## config.mk

```make
export PLATFORM = sky130hd
export DESIGN_NAME = duhmp_top
export DESIGN_NICKNAME = d
export VERILOG_FILES = /design/src/rtl/duhmp_pkg.sv /design/src/rtl/duhmp_chan_regs.sv /design/src/rtl/duhmp_top.sv
export SDC_FILE = /design/constraint.sdc
export NUM_CORES = 1
export LEC_CHECK = 0
export BUFFER_PORTS_ARGS = -buffer_cell sky130_fd_sc_hd__buf_2
export CAP_MARGIN = 20
export CORE_ASPECT_RATIO = 1.2
export CORE_MARGIN = 3
export CORE_UTILIZATION = 35
export CTS_CLUSTER_DIAMETER = 200
export DETAILED_ROUTE_END_ITERATION = 6
export SLEW_MARGIN = 20
export SYNTH_ARGS = -nofsm -noshare
export SYNTH_HDL_FRONTEND = slang
export SYNTH_SLANG_ARGS = --single-unit
```

## constraint.sdc

```tcl
create_clock -name clk -period 2.2 [get_ports clk]
set_clock_uncertainty 0.15 [all_clocks]
set_input_delay 0.11 -clock clk [delete_from_list [all_inputs] [get_ports clk]]
set_output_delay 0.11 -clock clk [all_outputs]
set_load 0.01 [all_outputs]
```

## src/rtl/duhmp_pkg.sv

```systemverilog
// package of constants for the dual uart host pin and modem line block
package duhmp_pkg;
	// ************************************************************
	// register address map within one channel
	// ************************************************************
	localparam logic [2:0] ADDR_MODEM_CONTROL = 3'h4;
	localparam logic [2:0] ADDR_MODEM_STATUS = 3'h6;
	localparam logic [2:0] ADDR_ENHANCED_FEATURE = 3'h2;
	localparam logic [2:0] ADDR_SCRATCH = 3'h7;
	// ************************************************************
	// field positions
	// ************************************************************
	localparam int MCR_TERMINAL_READY_BIT = 0;
	localparam int MSR_CLEAR_TO_SEND_BIT = 4;
	localparam int EFR_AUTO_CTS_BIT = 7;
	localparam int EFR_RS485_BIT = 5;
	// ************************************************************
	// reset values
	// ************************************************************
	localparam logic [7:0] MCR_RESET = 8'h00;
	localparam logic [7:0] EFR_RESET = 8'h00;
	localparam logic [7:0] SCRATCH_RESET = 8'h00;
	localparam int NUM_CHANNELS = 2;
	// host access phases
	typedef enum logic [1:0] {ACC_IDLE, ACC_READ, ACC_WRITE} duhmp_access_type;
endpackage

```

## src/rtl/duhmp_chan_regs.sv

```systemverilog
// per-channel register set: modem control, enhanced feature, scratch, status
module duhmp_chan_regs
	import duhmp_pkg::*;
(
	// clock and reset
	input wire logic clk,
	input wire logic reset,
	input wire logic clkEn,
	// write port
	input wire logic writePulse,
	input wire logic [2:0] regAddr,
	input wire logic [7:0] writeData,
	// synchronised modem input
	input wire logic clearToSendSync,
	// read port, registered
	output logic [7:0] readData_reg,
	output logic [7:0] modemControl_reg,
	output logic [7:0] enhancedFeature_reg
);
	logic [7:0] scratch_reg;
	logic [7:0] readData_next;

	// register writes; reset leaves terminal ready inactive
	always_ff @(posedge clk) begin
		if (reset) begin
			modemControl_reg <= MCR_RESET;
			enhancedFeature_reg <= EFR_RESET;
			scratch_reg <= SCRATCH_RESET;
		end else if (clkEn && writePulse) begin
			unique case (regAddr)
				ADDR_MODEM_CONTROL: modemControl_reg <= writeData;
				ADDR_ENHANCED_FEATURE: enhancedFeature_reg <= writeData;
				ADDR_SCRATCH: scratch_reg <= writeData;
				default: ;
			endcase
		end
	end

	// read multiplexer; status bit is the inverted pin (low pin reads as one)
	always_comb begin
		readData_next = 8'h00;
		unique case (regAddr)
			ADDR_MODEM_CONTROL: readData_next = modemControl_reg;
			ADDR_ENHANCED_FEATURE: readData_next = enhancedFeature_reg;
			ADDR_SCRATCH: readData_next = scratch_reg;
			ADDR_MODEM_STATUS: readData_next[MSR_CLEAR_TO_SEND_BIT] = ~clearToSendSync;
			default: readData_next = 8'h00;
		endcase
	end

	// registered read data, tracked continuously
	always_ff @(posedge clk) begin
		if (reset) begin
			readData_reg <= 8'h00;
		end else if (clkEn) begin
			readData_reg <= readData_next;
		end
	end
endmodule // duhmp_chan_regs

```

## src/rtl/duhmp_top.sv

```systemverilog
// top of the dual uart host bus pins and modem lines
module duhmp_top
	import duhmp_pkg::*;
(
	// clock, reset, enable
	input wire logic clk,
	input wire logic reset,
	input wire logic clkEn,
	// host bus pins
	input wire logic [2:0] regAddr,
	input wire logic chanASelect_n,
	input wire logic chanBSelect_n,
	input wire logic readStrobe_n,
	input wire logic writeStrobe_n,
	input wire logic [7:0] dataBusIn,
	output logic [7:0] dataBusOut,
	output logic dataBusOe,
	// modem lines
	input wire logic clearToSendA_n,
	input wire logic clearToSendB_n,
	output logic terminalReadyA_n,
	output logic terminalReadyB_n,
	// serial side hooks
	input wire logic [7:0] txChar,
	output logic [7:0] txShiftBits,
	output logic txAllowedA,
	output logic txAllowedB,
	output logic rs485DriveA,
	output logic rs485DriveB
);
	// ************************************************************
	// pin synchronisers
	// ************************************************************
	logic [4:0] pinMeta_reg;
	logic [4:0] pinSync_reg;
	logic [4:0] pinRaw;
	logic [7:0] busMeta_reg;
	logic [7:0] busSync_reg;
	logic [2:0] addrMeta_reg;
	logic [2:0] addrSync_reg;

	assign pinRaw = {clearToSendB_n, clearToSendA_n, chanBSelect_n, chanASelect_n, readStrobe_n};

	// two flops on every asynchronous pin; strobes reset to inactive high
	always_ff @(posedge clk) begin
		if (reset) begin
			pinMeta_reg <= 5'h1f;
			pinSync_reg <= 5'h1f;
			busMeta_reg <= 8'h00;
			busSync_reg <= 8'h00;
			addrMeta_reg <= 3'h0;
			addrSync_reg <= 3'h0;
		end else if (clkEn) begin
			pinMeta_reg <= pinRaw;
			pinSync_reg <= pinMeta_reg;
			busMeta_reg <= dataBusIn;
			busSync_reg <= busMeta_reg;
			addrMeta_reg <= regAddr;
			addrSync_reg <= addrMeta_reg;
		end
	end

	// write strobe synchroniser kept apart for edge detection
	logic wrMeta_reg;
	logic wrSync_reg;
	logic wrSyncDly_reg;
	always_ff @(posedge clk) begin
		if (reset) begin
			wrMeta_reg <= 1'b1;
			wrSync_reg <= 1'b1;
			wrSyncDly_reg <= 1'b1;
		end else if (clkEn) begin
			wrMeta_reg <= writeStrobe_n;
			wrSync_reg <= wrMeta_reg;
			wrSyncDly_reg <= wrSync_reg;
		end
	end

	logic readSync_n;
	logic selASync_n;
	logic selBSync_n;
	logic ctsASync_n;
	logic ctsBSync_n;
	assign readSync_n = pinSync_reg[0];
	assign selASync_n = pinSync_reg[1];
	assign selBSync_n = pinSync_reg[2];
	assign ctsASync_n = pinSync_reg[3];
	assign ctsBSync_n = pinSync_reg[4];

	// ************************************************************
	// access decode
	// ************************************************************
	duhmp_access_type access;
	logic writeFall;
	logic [NUM_CHANNELS-1:0] chanSel;
	assign chanSel = {~selBSync_n, ~selASync_n};
	// one store per strobe: take the falling edge of the write strobe
	assign writeFall = wrSyncDly_reg & ~wrSync_reg;

	// read wins over write if a host asserts both
	always_comb begin
		access = ACC_IDLE;
		if (chanSel == 2'b00) begin
			access = ACC_IDLE;
		end else if (!readSync_n) begin
			access = ACC_READ;
		end else if (writeFall) begin
			access = ACC_WRITE;
		end
	end

	// ************************************************************
	// channel register sets
	// ************************************************************
	logic [7:0] chanRead [NUM_CHANNELS];
	logic [7:0] chanMcr [NUM_CHANNELS];
	logic [7:0] chanEfr [NUM_CHANNELS];
	logic [NUM_CHANNELS-1:0] ctsSync_n;
	assign ctsSync_n = {ctsBSync_n, ctsASync_n};

	genvar ch;
	generate
		for (ch = 0; ch < NUM_CHANNELS; ch++) begin : g_chan
			duhmp_chan_regs u_regs (
				.clk(clk),
				.reset(reset),
				.clkEn(clkEn),
				.writePulse((access == ACC_WRITE) && chanSel[ch]),
				.regAddr(addrSync_reg),
				.writeData(busSync_reg),
				.clearToSendSync(ctsSync_n[ch]),
				.readData_reg(chanRead[ch]),
				.modemControl_reg(chanMcr[ch]),
				.enhancedFeature_reg(chanEfr[ch])
			);
		end
	endgenerate

	// ************************************************************
	// data bus driver
	// ************************************************************
	// with both selects low channel a answers; the bus can carry only one
	// enable waits one extra edge so it never opens ahead of the read data register
	logic readPending_reg;
	always_ff @(posedge clk) begin
		if (reset) begin
			readPending_reg <= 1'b0;
		end else if (clkEn) begin
			readPending_reg <= (access == ACC_READ);
		end
	end

	always_ff @(posedge clk) begin
		if (reset) begin
			dataBusOut <= 8'h00;
			dataBusOe <= 1'b0;
		end else if (clkEn) begin
			dataBusOe <= readPending_reg && (access == ACC_READ);
			dataBusOut <= chanSel[0] ? chanRead[0] : chanRead[1];
		end
	end

	// ************************************************************
	// modem lines and flow control
	// ************************************************************
	// terminal ready is the inverted control bit, so reset gives high
	always_ff @(posedge clk) begin
		if (reset) begin
			terminalReadyA_n <= 1'b1;
			terminalReadyB_n <= 1'b1;
			txAllowedA <= 1'b1;
			txAllowedB <= 1'b1;
			rs485DriveA <= 1'b0;
			rs485DriveB <= 1'b0;
		end else if (clkEn) begin
			terminalReadyA_n <= ~chanMcr[0][MCR_TERMINAL_READY_BIT];
			terminalReadyB_n <= ~chanMcr[1][MCR_TERMINAL_READY_BIT];
			// pin only matters with auto flow on; otherwise always allowed
			txAllowedA <= ~chanEfr[0][EFR_AUTO_CTS_BIT] | ~ctsASync_n;
			txAllowedB <= ~chanEfr[1][EFR_AUTO_CTS_BIT] | ~ctsBSync_n;
			// rs-485 direction follows the same control bit as terminal ready
			rs485DriveA <= chanEfr[0][EFR_RS485_BIT] & chanMcr[0][MCR_TERMINAL_READY_BIT];
			rs485DriveB <= chanEfr[1][EFR_RS485_BIT] & chanMcr[1][MCR_TERMINAL_READY_BIT];
		end
	end

	// serial order: element 0 leaves the shifter first and is bus bit 0
	always_ff @(posedge clk) begin
		if (reset) begin
			txShiftBits <= 8'h00;
		end else if (clkEn) begin
			txShiftBits <= txChar;
		end
	end
endmodule // duhmp_top
```

==> flow_summary_export.csv <==
group,metric,value,unit
logic_synthesis,synth_cell_types,29,
logic_synthesis,ys_warn_count,0,
clocking,cts.sinks,123,
power_and_ir_drop,power.density,852.8,mW/mm^2
floorplan,die_x,115.3,um
detailed_routing,wirelength,11170,um
placement,dp_hpwl,7206,um
detailed_routing,routed_via_density,4.979,
setup_path,r2r_cells,6,
setup_path,cp_slowest_cell,"dfxtp_1",
sta,slew_violations,0,
sta,tightest_slew,0.5425,ns
clocking,clk_latency,0.40,ns
detailed_routing,drt-initial-drc-count,334,
setup_path,crit_fanout,11,
hold_path,hp-class,"in -> reg",
floorplan,design.core.area,0.01394,sq mm
setup_path,cp_cell_sequence,"buf_4 > nand3_1 > nor3_4 > buf_4 > mux2i_1 > nor2_1",
setup_path,slowest_delay,0.53,ns
run,max_cap_violations,0,
clocking,cts.htree.levels,4,
power_and_ir_drop,ir_drop,0.0005401,V
logic_synthesis,synth_flop_cell,"dfxtp_1",
setup_path,worstPathBufferInverterCount,2,
detailed_routing,firstDrtPassIters,7,
sta,setup_viol,0,
cells_and_area,nFillCells,1282,
detailed_routing,vias,3789,
sta,post-route-period-util,84.29,%
sta,layout_setup_ws,0.3457,ns
setup_path,cp.arrival,1.98,ns
logic_synthesis,syn_inst,505,
sta,final.min_clock_period,1.854,ns
logic_synthesis,syn-num-nets,533,
cells_and_area,diodes,0,
setup_path,cp_num_cells,6,
setup_path,reg2reg_slack,0.35,ns
setup_path,critical_path_required,2.33,ns
clocking,cts_tree,"yes",
setup_path,cpMostUsedCell,"buf_4",
placement,place.gp.congestion,0.8081,
sta,rsz0062_at_grt,"no",
logic_synthesis,async_flop_share,0,%
logic_synthesis,ys_seq_area_share,49.08,%
setup_path,critPathLaunchType,"register",
setup_path,crit_family,"flip-flops",
floorplan,io_pins,51,
sta,fin_hold_ws,0.06445,ns
cells_and_area,fin_util,45.50,%
global_routing,overflow,0,
logic_synthesis,synth.ff_latch_count,123,
floorplan,num_rows,47,
setup_path,r2r_end,"g_chan[1].u_regs.scratch_reg[3]$_SDFFE_PP0P_",
cells_and_area,drive_gt1_share,19.49,%
detailed_routing,postRouteAntennaNets,0,
logic_synthesis,synth_edf_count,0,
sta,clock.fmax,539.3,MHz
setup_path,endpoint_kind,"register",
floorplan,die_h,137.2,um
cells_and_area,nets,605,
setup_path,cp-startpoint,"addrSync_reg[0]$_SDFFE_PP0P_",
sta,fin_tns_setup,0,ns
detailed_routing,remaining_drc_errors,0,
run_status,status,"complete, no violations",
clocking,numCtsBuffers,17,
sta,hold_violations,0,
cells_and_area,regArea,0.002462,sq mm
power_and_ir_drop,p_leak,2.435,nW
placement,io_buffers,50,
sta,max_slew_margin,63.70,%
floorplan,initial_core_util,36.00,%
clocking,cts_root_buf,"clkbuf_16",
clocking,clkTransAtPathRegs,0.06,ns
floorplan,die_area,0.01581,sq mm
logic_synthesis,syn_area_per_cell,9.935,sq um
setup_path,timing.rr.start,"addrSync_reg[0]$_SDFFE_PP0P_",
cells_and_area,area_delta_synth_final,26.38,%
setup_path,crit_end,"g_chan[1].u_regs.scratch_reg[3]$_SDFFE_PP0P_",
clocking,cts_max_path_buffers,2,
detailed_routing,post_drt_wl_per_cell,14.67,um
global_routing,grt_max_degree,106,
global_routing,track_usage,14.36,%
setup_path,path_class,"reg -> reg",
placement,dp_slack,0.3637,ns
global_routing,antenna_found_initial,0,
cells_and_area,multi_input_area,0.002386,sq mm
logic_synthesis,syn_area,0.005017,sq mm
global_routing,grt_pass1_wl,17850,um
global_routing,grt_pass1_vias,3472,
routing by layer:
layer  track usage (%)  up-vias  wire (um)
met5                 0        -          0
met4             4.958        0        149
met3             3.627       17        401
met2             22.39       78       5315
met1             19.29     1794       5298
li1                  -     1900          -
synthesized netlist by cell type (3+ instances only):
| cell type | instances | area, sq um |
|---|---|---|
| a211oi_1 | 8 | 60.06 |
| a21bo_2 | 10 | 100.1 |
| a21oi_1 | 30 | 150.1 |
| buf_1 | 3 | 11.26 |
| buf_2 | 9 | 45.04 |
| clkbuf_1 | 26 | 97.59 |
| dfxtp_1 | 123 | 2462 |
| inv_1 | 3 | 11.26 |
| mux2i_1 | 100 | 1001 |
| nand2_1 | 21 | 78.83 |
| nand2b_1 | 19 | 118.9 |
| nand3_1 | 19 | 95.09 |
| nor2_1 | 89 | 334.1 |
| nor4_4 | 4 | 85.08 |
| nor4bb_1 | 13 | 130.1 |
| o21ai_0 | 8 | 40.04 |
layout make-up:
class,instances,area share [%]
clock buffers,20,7.202
clock inverters,12,2.309
inverters,4,0.2368
multi-input cells,340,37.63
flip-flops and latches,123,38.83
well taps,171,3.374
repair buffers,91,10.42
power by group:
part           leakage, nW  switching, mW  internal, mW
Clock                0.292          0.973          1.83
Sequential           0.999         0.0415          2.28
Combinational         1.14          0.151         0.135
worst reg2reg max path, cell delays in order, from the launching register on:
cell and delay (ns):
dfxtp_1 0.53, buf_4 0.22, nand3_1 0.17, nor3_4 0.16, buf_4 0.22, mux2i_1 0.23
nor2_1 0.05
worst min-delay path by stage:
stage	startpoint	to	slack, ns	cells after the start
floorplan	readStrobe_n	pinMeta_reg[0]$_SDFFE_PP1P_	0.09	2
global placement	readStrobe_n	pinMeta_reg[0]$_SDFFE_PP1P_	0.18	3
detailed placement	chanBSelect_n	pinMeta_reg[2]$_SDFFE_PP1P_	0.18	3
CTS	reset	txAllowedB$_SDFFE_PP1P_	0.08	3
global route	reset	txShiftBits[4]$_SDFFE_PP0P_	0.12	3
finish	reset	txShiftBits[2]$_SDFFE_PP0P_	0.06	3
stage by stage:
stage / power, mW / std cells / cell area (sq um)
floorplan: 2.526 / 505 / 5017
global placement: 2.612 / 704 / 5488
detailed placement: 2.619 / 704 / 5488
CTS: 5.469 / 761 / 6341
global route: 5.592 / 761 / 6341
finish: 5.408 / 761 / 6341
cells by family after synthesis:
logic type	after synthesis	share of synthesized area, %
xor gates and xnor gates	1	0.1746
DFF	123	49.08
and+or+nand+nor	171	18.33
adders and majority gates	1	0.1995
AOI/OAI and AO/OA	67	8.903
muxes	100	19.95
buffers and inverters	42	3.366
layout by cell type (no fill, tap or decap), types with 2 or more instances in the layout:
master	n
dfxtp_1	123
mux2i_1	100
nor2_1	89
buf_2	49
a21oi_1	30
dlygate4sd3_1	25
nand2_1	21
nand3_1	19
nand2b_1	19
clkbuf_16	17
buf_4	14
nor4bb_1	13
a21bo_2	10
o21ai_0	8
a211oi_1	8
clkinv_2	5
nor4_4	4
inv_1	3
clkinvlp_4	3
bufinv_16	3
buf_12	3
nor3_4	2
a32oi_1	2
o21a_1	2
a21bo_1	2
o211ai_1	2
nor3b_1	2
a32o_1	2
clkbuf_8	2
repair_timing:
item,4_1_cts,5_1_grt
gates resized for setup,0,0
endpoints found under the hold margin,25,0
hold buffers,25,0
setup buffers,0,0
(Power assumes the default switching activity.)
